## config.mk

```make
export PLATFORM = sky130hd
export DESIGN_NAME = lss_sync_top
export DESIGN_NICKNAME = d
export VERILOG_FILES = /design/src/design/lss_pkg.sv /design/src/design/lss_ref_sampler.sv /design/src/design/lss_reg_file.sv /design/src/design/lss_sync_top.sv
export SDC_FILE = /design/constraint.sdc
export NUM_CORES = 1
export LEC_CHECK = 0
export BUFFER_PORTS_ARGS = -buffer_cell sky130_fd_sc_hd__buf_2
export CORE_ASPECT_RATIO = 1.4
export CORE_MARGIN = 8
export CORE_UTILIZATION = 45
export CTS_BUF_LIST = sky130_fd_sc_hd__clkbuf_8 sky130_fd_sc_hd__clkbuf_16
export DETAILED_ROUTE_END_ITERATION = 6
export GPL_TIMING_DRIVEN = 0
export PLACE_DENSITY = 0.65
export SYNTH_ARGS = -nofsm -noshare
export SYNTH_HDL_FRONTEND = slang
export SYNTH_HIERARCHICAL = 1
export SYNTH_SLANG_ARGS = --single-unit
```

## constraint.sdc

```tcl
create_clock -name clk -period 4.1 [get_ports clk]
set_clock_uncertainty 0.05 [all_clocks]
set_input_delay 0.82 -clock clk [delete_from_list [all_inputs] [get_ports clk]]
set_output_delay 0.82 -clock clk [all_outputs]
set_load 0.02 [all_outputs]
```

## src/design/lss_pkg.sv

```systemverilog
// lss_pkg: constants, register map and types for the lmfc one-shot sync block
//
// Contract
// - Arm bit starts sync on next alignment edge
// - Subclass 1 uses reference edge, else internal
// - Done flag set, held until next request
// - Reference sampled by clock divided by four
// - Any periodicity; only rising edges matter
// - Zero skip: first edge aligns lmfc phase
// - Skip count edges ignored before sync; code skips in subclass 1 only
// - Subclass 1: later edges checked for drift
// - Window field bits 5..2, code 0 half clock
// - Arming drops sync requests, rotation restores
// - Any number of resyncs allowed
// - Subclass from bits 7..5, no subclass 2
// - Subclass 0 needs no reference activity
// - Release sync request at next lmfc edge
package lss_pkg;
  // ---------------------------------------------
  // register map
  // ---------------------------------------------
  localparam logic [11:0] ADDR_EDGE_SKIP_COUNT = 12'h036;
  localparam logic [11:0] ADDR_EDGE_ERROR_WINDOW = 12'h039;
  localparam logic [11:0] ADDR_SYNC_CONTROL = 12'h03a;
  localparam logic [11:0] ADDR_SYNC_ENABLE_CONFIG = 12'h03b;
  localparam logic [11:0] ADDR_REF_INPUT_CONFIG = 12'h084;
  localparam logic [11:0] ADDR_LINK_SUBCLASS_CONFIG = 12'h458;
  localparam logic [7:0] REG_RESET_VAL = 8'h00;
  // ---------------------------------------------
  // field positions
  // ---------------------------------------------
  localparam int ARM_BIT = 1;
  localparam int DONE_BIT = 4;
  localparam int SYNC_EN_BIT = 0;
  localparam int SOFT_RAMP_BIT = 1;
  localparam int COUPLING_BIT = 6;
  localparam int SUBCLASS_LSB = 5;
  localparam int SUBCLASS_MSB = 7;
  localparam int WIN_LSB = 2;
  localparam int WIN_MSB = 5;
  localparam logic [2:0] SUBCLASS_ONE = 3'h1;
  // ---------------------------------------------
  // timing
  // ---------------------------------------------
  localparam int SAMPLE_DIV = 4;
  localparam logic [1:0] DIV_LAST = 2'(SAMPLE_DIV - 1);
  localparam int LMFC_PERIOD = 64;
  localparam int LMFC_W = 7;
  localparam logic [LMFC_W-1:0] LMFC_LAST = LMFC_W'(LMFC_PERIOD - 1);
  localparam logic [LMFC_W-1:0] LMFC_HALF = LMFC_W'(LMFC_PERIOD / 2);
  localparam logic [LMFC_W-1:0] LMFC_ALIGN_LOAD = 7'h01;
  localparam int NUM_LINKS = 2;

  typedef enum logic [2:0] {
    SYNC_IDLE = 3'b001,
    SYNC_ARMED = 3'b010,
    SYNC_ROTATED = 3'b100
  } lss_sync_state_e;
endpackage

```

## src/design/lss_ref_sampler.sv

```systemverilog
// lss_ref_sampler: reference pin synchroniser, divided sampling tick and edge detect
`timescale 1ns/1ps
module lss_ref_sampler
  import lss_pkg::*;
(
  input wire logic clk, // device clock
  input wire logic sys_rst, // sync reset, active high
  input wire logic refPin, // raw reference input
  output logic sampleTick, // one pulse every four clocks
  output logic refEdge // sampled rising edge, one pulse
);
  logic refMeta_ff;
  logic refSync_ff;
  logic refSampled_ff;
  logic [1:0] divCnt_ff;

  // ---------------------------------------------
  // two-flop synchroniser, first stage read only by second
  // ---------------------------------------------
  always_ff @(posedge clk) begin
    if (sys_rst) begin
      refMeta_ff <= 1'b0;
      refSync_ff <= 1'b0;
    end else begin
      refMeta_ff <= refPin;
      refSync_ff <= refMeta_ff;
    end
  end

  // ---------------------------------------------
  // divide-by-four sampling
  // ---------------------------------------------
  always_ff @(posedge clk) begin
    if (sys_rst) begin
      divCnt_ff <= 2'h0;
      sampleTick <= 1'b0;
    end else begin
      divCnt_ff <= divCnt_ff + 2'h1;
      sampleTick <= (divCnt_ff == DIV_LAST);
    end
  end

  // pulses shorter than four clocks can fall between ticks and be missed
  always_ff @(posedge clk) begin
    if (sys_rst) begin
      refSampled_ff <= 1'b0;
      refEdge <= 1'b0;
    end else begin
      if (divCnt_ff == DIV_LAST) begin
        refSampled_ff <= refSync_ff;
      end
      refEdge <= (divCnt_ff == DIV_LAST) && refSync_ff && !refSampled_ff;
    end
  end
endmodule

```

## src/design/lss_reg_file.sv

```systemverilog
// lss_reg_file: configuration registers with the documented register port
`timescale 1ns/1ps
module lss_reg_file
  import lss_pkg::*;
(
  input wire logic clk, // device clock
  input wire logic sys_rst, // sync reset, active high
  input wire logic regWrEn, // write strobe, one cycle
  input wire logic regRdEn, // read strobe, one cycle
  input wire logic [11:0] regAddr, // register address
  input wire logic [7:0] regWrData, // write data
  input wire logic rotationDone, // done status from sync logic
  output logic [7:0] regRdData, // read data, valid with regRdValid
  output logic regRdValid, // read answer, one cycle
  output logic [7:0] edgeSkipCount, // skip count register
  output logic [7:0] edgeErrorWindow, // drift window register
  output logic [7:0] syncControl, // stored control bits
  output logic [7:0] syncEnableConfig, // enable and soft ramp
  output logic [7:0] refInputConfig, // reference input setup
  output logic [7:0] linkSubclassConfig, // subclass field
  output logic armWrite // pulse: control written with arm set
);
  function automatic logic hit(input logic [11:0] a, input logic [11:0] reg_addr);
    hit = (a == reg_addr);
  endfunction

  // ---------------------------------------------
  // writes
  // ---------------------------------------------
  always_ff @(posedge clk) begin
    if (sys_rst) begin
      edgeSkipCount <= REG_RESET_VAL;
      edgeErrorWindow <= REG_RESET_VAL;
      syncControl <= REG_RESET_VAL;
      syncEnableConfig <= REG_RESET_VAL;
      refInputConfig <= REG_RESET_VAL;
      linkSubclassConfig <= REG_RESET_VAL;
      armWrite <= 1'b0;
    end else begin
      armWrite <= regWrEn && hit(regAddr, ADDR_SYNC_CONTROL) && regWrData[ARM_BIT];
      if (regWrEn) begin
        if (hit(regAddr, ADDR_EDGE_SKIP_COUNT)) edgeSkipCount <= regWrData;
        if (hit(regAddr, ADDR_EDGE_ERROR_WINDOW)) edgeErrorWindow <= regWrData;
        if (hit(regAddr, ADDR_SYNC_CONTROL)) syncControl <= regWrData;
        if (hit(regAddr, ADDR_SYNC_ENABLE_CONFIG)) syncEnableConfig <= regWrData;
        if (hit(regAddr, ADDR_REF_INPUT_CONFIG)) refInputConfig <= regWrData;
        if (hit(regAddr, ADDR_LINK_SUBCLASS_CONFIG)) linkSubclassConfig <= regWrData;
      end
    end
  end

  // ---------------------------------------------
  // reads; unmapped addresses return zero
  // ---------------------------------------------
  always_ff @(posedge clk) begin
    if (sys_rst) begin
      regRdData <= 8'h00;
      regRdValid <= 1'b0;
    end else begin
      regRdValid <= regRdEn;
      if (regRdEn) begin
        case (regAddr)
          ADDR_EDGE_SKIP_COUNT: regRdData <= edgeSkipCount;
          ADDR_EDGE_ERROR_WINDOW: regRdData <= edgeErrorWindow;
          ADDR_SYNC_CONTROL: begin
            regRdData <= syncControl;
            regRdData[DONE_BIT] <= rotationDone;
          end
          ADDR_SYNC_ENABLE_CONFIG: regRdData <= syncEnableConfig;
          ADDR_REF_INPUT_CONFIG: regRdData <= refInputConfig;
          ADDR_LINK_SUBCLASS_CONFIG: regRdData <= linkSubclassConfig;
          default: regRdData <= 8'h00;
        endcase
      end
    end
  end
endmodule

```

## src/design/lss_sync_top.sv

```systemverilog
// lss_sync_top: one-shot lmfc alignment, edge skipping, drift watch and sync request control
`timescale 1ns/1ps
module lss_sync_top
  import lss_pkg::*;
(
  input wire logic clk, // device clock
  input wire logic sys_rst, // sync reset, active high
  input wire logic regWrEn, // register write strobe
  input wire logic regRdEn, // register read strobe
  input wire logic [11:0] regAddr, // register address
  input wire logic [7:0] regWrData, // register write data
  output logic [7:0] regRdData, // register read data
  output logic regRdValid, // read answer pulse
  input wire logic refPin, // reference input pin
  input wire logic [NUM_LINKS-1:0] commaLock, // four commas seen per link
  input wire logic driftIrqClear, // clear pulse for drift flag
  output logic [NUM_LINKS-1:0] linkSyncRequestOutN, // low requests resync
  output logic refEdgeDriftIrq, // sticky drift flag
  output logic syncRotationDone, // alignment done flag
  output logic lmfcPulse, // internal lmfc edge
  output logic datapathSoftRamp, // ramp request around sync
  output logic refInputCouplingSel // 1 dc-coupled, 0 ac-coupled
);
  // ---------------------------------------------
  // declarations
  // ---------------------------------------------
  logic sampleTick;
  logic refEdge;
  logic [7:0] edgeSkipCount;
  logic [7:0] edgeErrorWindow;
  logic [7:0] syncControl;
  logic [7:0] syncEnableConfig;
  logic [7:0] refInputConfig;
  logic [7:0] linkSubclassConfig;
  logic armWrite;
  logic subclassOne;
  logic alignEdge;
  logic syncEnabled;
  logic rotateNow;
  logic driftSet;
  logic [LMFC_W-1:0] phaseDev;
  logic [LMFC_W-1:0] windowClocks;
  lss_sync_state_e state_ff;
  lss_sync_state_e nxt_state;
  logic [7:0] skipLeft_ff;
  logic [LMFC_W-1:0] lmfcCnt_ff;

  function automatic logic [LMFC_W-1:0] phase_distance(input logic [LMFC_W-1:0] ph);
    phase_distance = (ph < LMFC_HALF) ? ph : LMFC_W'(LMFC_PERIOD - int'(ph));
  endfunction

  // ---------------------------------------------
  // submodules
  // ---------------------------------------------
  lss_ref_sampler uSampler (
    .clk(clk),
    .sys_rst(sys_rst),
    .refPin(refPin),
    .sampleTick(sampleTick),
    .refEdge(refEdge)
  );

  lss_reg_file uRegs (
    .clk(clk),
    .sys_rst(sys_rst),
    .regWrEn(regWrEn),
    .regRdEn(regRdEn),
    .regAddr(regAddr),
    .regWrData(regWrData),
    .rotationDone(syncRotationDone),
    .regRdData(regRdData),
    .regRdValid(regRdValid),
    .edgeSkipCount(edgeSkipCount),
    .edgeErrorWindow(edgeErrorWindow),
    .syncControl(syncControl),
    .syncEnableConfig(syncEnableConfig),
    .refInputConfig(refInputConfig),
    .linkSubclassConfig(linkSubclassConfig),
    .armWrite(armWrite)
  );

  // ---------------------------------------------
  // alignment edge selection
  // ---------------------------------------------
  // subclass 2 and reserved codes fall back to the internal edge
  assign subclassOne = (linkSubclassConfig[SUBCLASS_MSB:SUBCLASS_LSB] == SUBCLASS_ONE);
  assign alignEdge = subclassOne ? refEdge : sampleTick;
  assign syncEnabled = syncEnableConfig[SYNC_EN_BIT];
  assign rotateNow = (state_ff == SYNC_ARMED) && alignEdge && (skipLeft_ff == 8'h00);

  // ---------------------------------------------
  // sync state machine
  // ---------------------------------------------
  always_comb begin
    nxt_state = state_ff;
    case (state_ff)
      SYNC_IDLE: begin
        if (armWrite && syncEnabled) nxt_state = SYNC_ARMED;
      end
      SYNC_ARMED: begin
        if (!syncControl[ARM_BIT]) nxt_state = SYNC_IDLE;
        else if (rotateNow) nxt_state = SYNC_ROTATED;
      end
      SYNC_ROTATED: begin
        if (armWrite && syncEnabled) nxt_state = SYNC_ARMED;
        else if (!syncControl[ARM_BIT]) nxt_state = SYNC_IDLE;
      end
      default: nxt_state = SYNC_IDLE;
    endcase
  end

  always_ff @(posedge clk) begin
    if (sys_rst) state_ff <= SYNC_IDLE;
    else state_ff <= nxt_state;
  end

  // ---------------------------------------------
  // edge skipping
  // ---------------------------------------------
  always_ff @(posedge clk) begin
    if (sys_rst) begin
      skipLeft_ff <= 8'h00;
    end else if (armWrite) begin
      skipLeft_ff <= subclassOne ? edgeSkipCount : 8'h00;
    end else if (state_ff == SYNC_ARMED && alignEdge && skipLeft_ff != 8'h00) begin
      skipLeft_ff <= skipLeft_ff - 8'h01;
    end
  end

  // ---------------------------------------------
  // done flag
  // ---------------------------------------------
  always_ff @(posedge clk) begin
    // set wins over a re-arm landing in the same cycle
    if (sys_rst) syncRotationDone <= 1'b0;
    else if (rotateNow) syncRotationDone <= 1'b1;
    else if (armWrite && syncEnabled) syncRotationDone <= 1'b0;
  end

  // ---------------------------------------------
  // internal lmfc
  // ---------------------------------------------
  // loaded with one so that the aligning edge's own cycle counts as phase zero
  always_ff @(posedge clk) begin
    if (sys_rst) begin
      lmfcCnt_ff <= '0;
      lmfcPulse <= 1'b0;
    end else begin
      if (rotateNow) lmfcCnt_ff <= LMFC_ALIGN_LOAD;
      else if (lmfcCnt_ff == LMFC_LAST) lmfcCnt_ff <= '0;
      else lmfcCnt_ff <= lmfcCnt_ff + LMFC_W'(1);
      lmfcPulse <= rotateNow || (lmfcCnt_ff == LMFC_LAST);
    end
  end

  // ---------------------------------------------
  // drift watch
  // ---------------------------------------------
  // window resolution is four clocks since edges only land on sample ticks
  assign windowClocks = LMFC_W'({edgeErrorWindow[WIN_MSB:WIN_LSB], 2'h0});
  assign phaseDev = phase_distance(lmfcCnt_ff);
  assign driftSet = subclassOne && refEdge && (state_ff != SYNC_ARMED) && syncRotationDone
    && (phaseDev > windowClocks);

  always_ff @(posedge clk) begin
    if (sys_rst) refEdgeDriftIrq <= 1'b0;
    else if (driftSet) refEdgeDriftIrq <= 1'b1;
    else if (driftIrqClear) refEdgeDriftIrq <= 1'b0;
  end

  // ---------------------------------------------
  // link sync requests
  // ---------------------------------------------
  always_ff @(posedge clk) begin
    if (sys_rst) begin
      linkSyncRequestOutN <= '0;
    end else begin
      for (int i = 0; i < NUM_LINKS; i++) begin
        if (armWrite && syncEnabled) linkSyncRequestOutN[i] <= 1'b0;
        else if (syncRotationDone && commaLock[i] && lmfcCnt_ff == LMFC_LAST) begin
          linkSyncRequestOutN[i] <= 1'b1;
        end
      end
    end
  end

  // ---------------------------------------------
  // soft ramp and coupling outputs
  // ---------------------------------------------
  always_ff @(posedge clk) begin
    if (sys_rst) begin
      datapathSoftRamp <= 1'b0;
      refInputCouplingSel <= 1'b0;
    end else begin
      datapathSoftRamp <= syncEnableConfig[SOFT_RAMP_BIT] && (state_ff == SYNC_ARMED);
      refInputCouplingSel <= refInputConfig[COUPLING_BIT];
    end
  end
endmodule

```

# Word level (Yosys, flattened, before mapping)

Index checks and enable logic that the tools add are counted.

Add/sub/neg operators: 4
Magnitude comparators: 2
Eq/ne operators: 16
Mux-type cells: 18
Reduce and logical (&&, ||, !) cells: 33

Operators by type and width:

| kind                                                                    | count |
|---|---|
| 12-bit by 6-bit equality test with 1-bit output, second input constant  | 4 |
| 8-bit case mux with 6 select lines                                      | 1 |
| 8-bit two-way mux                                                       | 3 |
| 1-bit logical AND                                                       | 17 |
| 3-bit two-way mux                                                       | 5 |
| 12-bit by 11-bit equality test with 1-bit output, second input constant | 1 |
| 12-bit by 8-bit equality test with 1-bit output, second input constant  | 1 |
| 2-bit AND reduction                                                     | 6 |
| 3-bit case mux with 3 select lines                                      | 1 |
| 8-bit logical NOT                                                       | 1 |
| 8-bit nonzero test                                                      | 1 |
| 8-bit by 1-bit subtractor with 8-bit output, second input constant      | 1 |
| 7-bit by 1-bit adder with 7-bit output, second input constant           | 1 |
| 7-bit by 6-bit equality test with 1-bit output, second input constant   | 1 |
| 7-bit by 6-bit greater-than comparator with 1-bit output                | 1 |
| 7-bit by 6-bit < comparator with 1-bit output, second input constant    | 1 |
| 1-bit two-way mux                                                       | 7 |
| 7-bit two-way mux                                                       | 1 |
| 7-bit subtractor, first input constant                                  | 1 |
| 3-bit by 1-bit equality test with 1-bit output, second input constant   | 2 |
| 3-bit inequality test, second input constant                            | 2 |
| 2-bit nonzero test                                                      | 3 |
| 3-bit by 2-bit equality test with 1-bit output, second input constant   | 1 |
| 3-bit equality test, second input constant                              | 1 |
| other kinds (9)                                                         | 9 |

Register bits: 90
Bits of input ports: 28
Output and inout port bits: 16
Word-level logic and storage cells: 99

# Depth between registers and ports, before layout

Gate-level depths: netlist (run 1).

Depth in word-level cells: 7
Mapped depth: 10
Mapped depth without buffers: 10

# Cells and area by module

The synthesis (run 1) kept the hierarchy.

By module, submodules not included:

| module          | instances | cells each | area an instance (um^2) | seq. area each (um^2) |
|---|---|---|---|---|
| lss_reg_file    | 1         | 295        | 2788.9                  | 1161.1 |
| lss_sync_top    | 1         | 184        | 1526.5                  | 500.5 |
| lss_ref_sampler | 1         | 16         | 209.0                   | 140.1 |

# Least setup slack after synthesis (run 1)

OpenSTA, ideal clock, no wires.

Path kind: register to register
Start: reg lmfcCnt_ff[2]
End: reg refEdgeDriftIrq
Arrival time: 1.949 ns
Data required time: 3.922 ns
Setup slack: 1.973 ns
Cell stages (with the launch flop): 11
Clock period less this slack: 2.127 ns
Path through: dfxtp_1 -> clkbuf_1 -> nor3_1 -> or2_2 -> xnor2_1 -> ha_1 -> nor2b_1 -> o21a_1 -> o21a_1 -> o22ai_1 -> a31oi_1

Word-level cells in the longest chain between the ends: 5
Elaborated cells on any way between the ends: 7
Those cells by class: add/sub (1); order compare (2); mux (2); reduce/logical (2)

Ends and longest elaborated chain:

| element                                                                                  | line                | text |
|---|---|---|
| start, declared                                                                          | lss_sync_top.sv:46  | `logic [LMFC_W-1:0] lmfcCnt_ff;` |
| start signal, assigned                                                                   | lss_sync_top.sv:151 | `else lmfcCnt_ff <= lmfcCnt_ff + LMFC_W'(1);` |
| 7-bit subtractor / 7-bit by 6-bit < comparator with 1-bit output (equally long branches) | lss_sync_top.sv:49  | `phase_distance = (ph < LMFC_HALF) ? ph : LMFC_W'(LMFC_PERIOD - int'(ph));` |
| 7-bit two-way mux (*)                                                                    | lss_sync_top.sv:49  |  |
| 7-bit by 6-bit greater-than comparator with 1-bit output (*)                             | lss_sync_top.sv:163 | `&& (phaseDev > windowClocks);` |
| 1-bit logical AND (*)                                                                    | lss_sync_top.sv:163 |  |
| 1-bit two-way mux / 2-bit nonzero test (equally long branches)                           | n/a                 |  |
| end signal, assigned                                                                     | lss_sync_top.sv:166 | `if (sys_rst) refEdgeDriftIrq <= 1'b0;` |
| end signal, assigned                                                                     | lss_sync_top.sv:167 | `else if (driftSet) refEdgeDriftIrq <= 1'b1;` |
| end signal, assigned                                                                     | lss_sync_top.sv:168 | `else if (driftIrqClear) refEdgeDriftIrq <= 1'b0;` |
| end, declared                                                                            | lss_sync_top.sv:18  | `output logic refEdgeDriftIrq,` |

Mark *: on every way between the ends. The rest lies on a longest branch, timed or not.
A chain may end at the register's enable or synchronous reset.

# Worst setup path in the final report (run 1)

Ends and elaborated chain as after synthesis.

==> reports/metrics.yaml, run 1 <==
status: "complete, no violations"
worst_hold_slack_ps: 365
rsz0062_at_grt: "no"
ctsHoldBuffers: 0
powerDensity_mw_per_mm2: 380
fin_tns_setup_ps: 0
gr-usage-met1_pct: 21.3
viasPerCell: 5.74
post_cts_buffers: 0
n_antenna_cell: 0
dpl_cell_area_mm2: 0.00487
worstPathCellList: "clkbuf_1, nor3_1, or2_2, xnor2_1, ha_1, nor2b_1, o21a_1, o21a_1, o22ai_1, a31oi_1"
setup_viol: 0
core_mm2: 0.00979
cts_tree: "done"
seq_area_mm2: 0.00178
synth_fp_nets: 530
worst_pin_slew_ps: 635
multiInputGateArea_mm2: 0.00247
leakagePower_nw: 2.01
grt.met2_usage_pct: 28.9
period_needed_ps: 2340
clk_pin_slew_ps: 60
postSynthCellCount: 492
grtUsageTotal_pct: 17.6
area_growth_pct: 15.7
antenna_found_initial: 0
syn_area_per_cell_um2: 9.12
slowest_stage: "or2_2"
min_path_type: "flop to flop"
slowest_delay_ps: 320
fillers: 948
drt_iter0_drc: 244
ant_nets: 0
relSlewSlack_pct: 57.6
use_met3_pct: 3.63
cap_violations: 0
die_h_um: 134
row_count: 43
fin_ws_ps: 1760
grt_overflow: 0
ys_warn_count: 6
clock_latency_ps: 340
grt_pass1_vias: 3856
htree_num_levels: 3
fp.dieArea_mm2: 0.0135
clockBufferDepth: 2
vias: 3931
cp_num_buf_inv: 1
post_cts_resized: 0
critPathArrivalTime_ps: 2500
wl_per_cell_um: 16.7
final.period_utilization_pct: 57.1
die_w_um: 100
root_buffer: "clkbuf_16"
max-vdd-ir-drop_uv: 385
netlist_area_mm2: 0.00449
fin_area_mm2: 0.00519
dp_slack_ps: 1530
crit_fanout: 7
cts_sinks: 89
grt_max_degree: 17
required_ps: 4260
gp_congestion: 0.854
drt-pass1-iter-count: 5
pin_count: 44
drv_slew: 0
crit_type: "flop to flop"
totalWireLength_um: 11400
fin_nets: 583
endpoint_kind: "flop"
cp_top_family: "compound AO/OA/AOI/OAI gates"
dpl.hpwl_um: 8630
cts_made_buffers: 9
hold_viol_final: 0
io_buffers: 42
layout_common_cells: "dfxtp_1 (89), buf_2 (46), nand2b_1 (36), a21oi_1 (35), nand3_1 (33)"
post-route-drc-count: 0
max_freq_ghz: 0.427
busiest_layer: "met2"
grt_pass1_wl_um: 19000
drive_gt1_share_pct: 15.6
final_common_cell: "dfxtp_1"
start_kind: "flop"
start_util_pct: 45.8
post-route-util_pct: 53.0
cpMostUsedCell: "o21a_1"
-- path summary, 6_finish.rpt --
path / start / to / slack (ps) / cells after the start
worst max register to register: lmfcCnt_ff[2]$_SDFF_PP0_ / refEdgeDriftIrq$_SDFFE_PP0P_ / 1760 / 10
worst min-delay path: uSampler/divCnt_ff[0]$_SDFF_PP0_ / uSampler/divCnt_ff[0]$_SDFF_PP0_ / 370 / 1
worst min register to register: uSampler/divCnt_ff[0]$_SDFF_PP0_ / uSampler/divCnt_ff[0]$_SDFF_PP0_ / 370 / 1
worst max-delay path: lmfcCnt_ff[2]$_SDFF_PP0_ / refEdgeDriftIrq$_SDFFE_PP0P_ / 1760 / 10
-- sequential cells by signal, indices dropped and copies added (netlist names) --
signal and cells:
uRegs/edgeErrorWindow 8, linkSyncRequestOutN 2, uSampler/refSampled_ff 1, uRegs/regRdValid 1
datapathSoftRamp 1, syncRotationDone 1, uRegs/syncControl 7, refEdgeDriftIrq 1
uRegs/refInputConfig 8, uRegs/armWrite 1, uRegs/edgeSkipCount 8, uSampler/refSync_ff 1
uSampler/divCnt_ff 2, uRegs/regRdData 8, uSampler/refMeta_ff 1, lmfcCnt_ff 7
uSampler/refEdge 1, uRegs/linkSubclassConfig 8, state_ff 3, lmfcPulse 1
uRegs/syncEnableConfig 8, skipLeft_ff 8, uSampler/sampleTick 1, refInputCouplingSel 1
-- power breakdown --
group / internal [mW] / switching, mW
Clock: 0.539 / 0.354
Combinational: 0.0747 / 0.106
Sequential: 0.883 / 0.0150
-- routing by layer --
metal	vias up	routed length, um
li1	1903	-
met4	0	311
met3	26	585
met5	-	0
met2	132	5520
met1	1870	5020
-- through the flow --
stage               total power, mW  instances
finish                         1.97        685
global route                   2.05        685
CTS                            1.99        685
detailed placement             1.10        669
global placement               1.09        669
floorplan                      1.04        492
-- area by class of cell --
class,count,area share (%)
multi-input combinational,357,47.6
sequential,89,34.3
clock buffer,9,4.34
timing repair buffer,42,4.05
buffer,33,3.59
tap,135,3.25
clock inverter,7,1.95
inverter,13,0.940
Power figures use the tool's default switching activity.
==> inputs of run 2 (changes only) <==
--- a/config.mk
+++ b/config.mk
@@ -12,7 +12,7 @@
 export CTS_BUF_LIST = sky130_fd_sc_hd__clkbuf_8 sky130_fd_sc_hd__clkbuf_16
 export DETAILED_ROUTE_END_ITERATION = 6
 export GPL_TIMING_DRIVEN = 0
-export PLACE_DENSITY = 0.65
+export PLACE_DENSITY = 0.68
 export SYNTH_ARGS = -nofsm -noshare
 export SYNTH_HDL_FRONTEND = slang
 export SYNTH_HIERARCHICAL = 1
==> constraint.sdc (replaced) <==
create_clock -name clk -period 1.9 [get_ports clk]
set_clock_uncertainty 0.05 [all_clocks]
set_input_delay 0.38 -clock clk [delete_from_list [all_inputs] [get_ports clk]]
set_output_delay 0.38 -clock clk [all_outputs]
set_load 0.02 [all_outputs]
==> run 2 against run 1 <==
  * The flow now finishes with violations (negative setup slack)
  * Hold slack worse by 170 ps
  * Clock power is 96% higher
  * First-iteration DRC count is 13% higher
  * Worst setup slack worse by 1800 ps
  * Final cell count is 0.58% higher
  * Die area stayed put
  * Count of clock-buffer cells in the layout is 1 higher
==> reports/metrics.yaml, run 2 (same netlist as run 1, synthesis figures left out) <==
viasPerCell: 5.73
drt-met1-wl_um: 4870
slowest_delay_ps: 390
setup_viol: 1
powerDensity_mw_per_mm2: 776
wl_met2_um: 5770
clock_latency_ps: 340
status: "finished, violations left"
start_kind: "flop"
cap_violations: 0
final_common_cell: "dfxtp_1"
cp_top_family: "compound AO/OA/AOI/OAI gates"
min_path_type: "primary input to flop"
leakagePower_nw: 2.07
cpMostUsedCell: "o21a_1"
endpoint_kind: "flop"
worst_hold_slack_ps: 199
clockBufferDepth: 2
worst_pin_slew_ps: 626
grtUsageTotal_pct: 17.6
final.period_utilization_pct: 104
dpl_cell_area_mm2: 0.00489
hp-start: "refPin"
root_buffer: "clkbuf_16"
crit_type: "flop to flop"
post-route-drc-count: 0
n_antenna_cell: 0
start_util_pct: 45.8
critPathArrivalTime_ps: 2140
hold_viol_final: 0
antenna_found_initial: 0
top_layer: "met4"
layout.cells.non_filler: 689
reg2reg_from: "lmfcCnt_ff[5]$_SDFF_PP0_"
drt_iter0_drc: 275
cts_sinks: 89
slowest_stage: "dfxtp_4"
htree_num_levels: 3
cts_tree: "done"
layout_common_cells: "dfxtp_1 (81), buf_2 (46), nand2b_1 (36), a21oi_1 (35), nand3_1 (33)"
max_freq_ghz: 0.506
die_w_um: 100
drive_gt1_share_pct: 19.0
relSlewSlack_pct: 58.2
wl_met3_um: 588
max-vdd-ir-drop_uv: 514
fin_area_mm2: 0.00528
die_h_um: 134
post-route-util_pct: 53.9
fin_ws_ps: -74.4
wl_per_cell_um: 16.9
cts_made_buffers: 9
grt_pass1_wl_um: 18800
rsz0062_at_grt: "yes"
core_mm2: 0.00979
io_buffers: 42
grt_pass1_vias: 3846
totalWireLength_um: 11600
pin_count: 44
gp_congestion: 0.856
required_ps: 2070
failed_checks: "negative setup slack"
fillers: 931
drt-pass1-iter-count: 5
period_needed_ps: 1970
fp.dieArea_mm2: 0.0135
place_inst: 669
crit_fanout: 7
drv_slew: 0
dpl.hpwl_um: 8640
fin_nets: 588
grt_overflow: 0
startpoint: "lmfcCnt_ff[5]$_SDFF_PP0_"
total_power_mw: 4.10
area_growth_pct: 17.6
vias: 3946
cp_num_buf_inv: 0
clk_pin_slew_ps: 70
grt_max_degree: 15
ant_nets: 0
row_count: 43
worstPathCellList: "nor2_2, or2_4, xnor2_2, ha_1, nor2b_1, o21a_1, o21a_1, o22ai_1, a31oi_1"
-- run 2: cell types whose count changed in the layout (fill, tap and decap cells not counted), sizes merged --
cell      previous run  this run
buf                 57        64
clkinvlp             2         0
bufinv               2         1
clkbuf              27        26
clkinv               1         2
-- run 2: per-layer routing --
| layer | vias to the layer above | global-route usage, % |
|---|---|---|
| met5 | - | 0 |
| met4 | 0 | 9.87 |
| met3 | 29 | 3.22 |
| met2 | 135 | 29.1 |
| met1 | 1862 | 20.8 |
| li1 | 1920 | - |
-- run 2: through the flow --
stage	TNS (ps)	setup WS, ps
final	-74.4	-74.4
after detailed placement	-5000	-223
after global routing	-239	-154
after CTS	-106	-106
after floorplan	-6.60	-6.60
after global placement	-3610	-199
-- run 2: cell type report --
| class | instances | area [um^2] | area share [%] |
|---|---|---|---|
| plain buffers | 32 | 194 | 3.68 |
| inverters | 13 | 48.8 | 0.925 |
| flip-flops and latches | 89 | 1800 | 34.1 |
| clock inverters | 5 | 56.3 | 1.07 |
| clock buffers | 10 | 239 | 4.53 |
| well taps | 135 | 169 | 3.20 |
| repair buffers | 48 | 255 | 4.84 |
| multi-input cells | 357 | 2510 | 47.6 |
-- run 2: worst paths after layout --
kind | end | slack, ps | depth (start not counted)
hold reg to reg | uSampler/divCnt_ff[0]$_SDFF_PP0_ | 360 | 1
setup / recovery | refEdgeDriftIrq$_SDFFE_PP0P_ | -70 | 9
hold / removal | uSampler/refMeta_ff$_SDFF_PP0_ | 200 | 2
setup reg to reg | refEdgeDriftIrq$_SDFFE_PP0P_ | -70 | 9
-- run 2: where the power goes --
part / switching (mW) / internal, mW
clock: 0.703 / 1.05
combinational: 0.232 / 0.175
sequential: 0.0347 / 1.90
-- run 2: what timing repair did --
action                     in CTS  in global routing
gates resized for setup         8                 11
hold endpoints to repair        0                  0
setup endpoints to repair       2                 11
hold buffers                    0                  0
setup buffers                   4                  2
pin swaps                       4                  6
-- run 2: worst reg2reg max path, cell delays in order, from the launching register on --
cell     delay (ps)
dfxtp_4         390
nor2_2           60
or2_4           250
xnor2_2         130
ha_1            290
nor2b_1         130
o21a_1          160
o21a_1          160
o22ai_1         110
a31oi_1         110
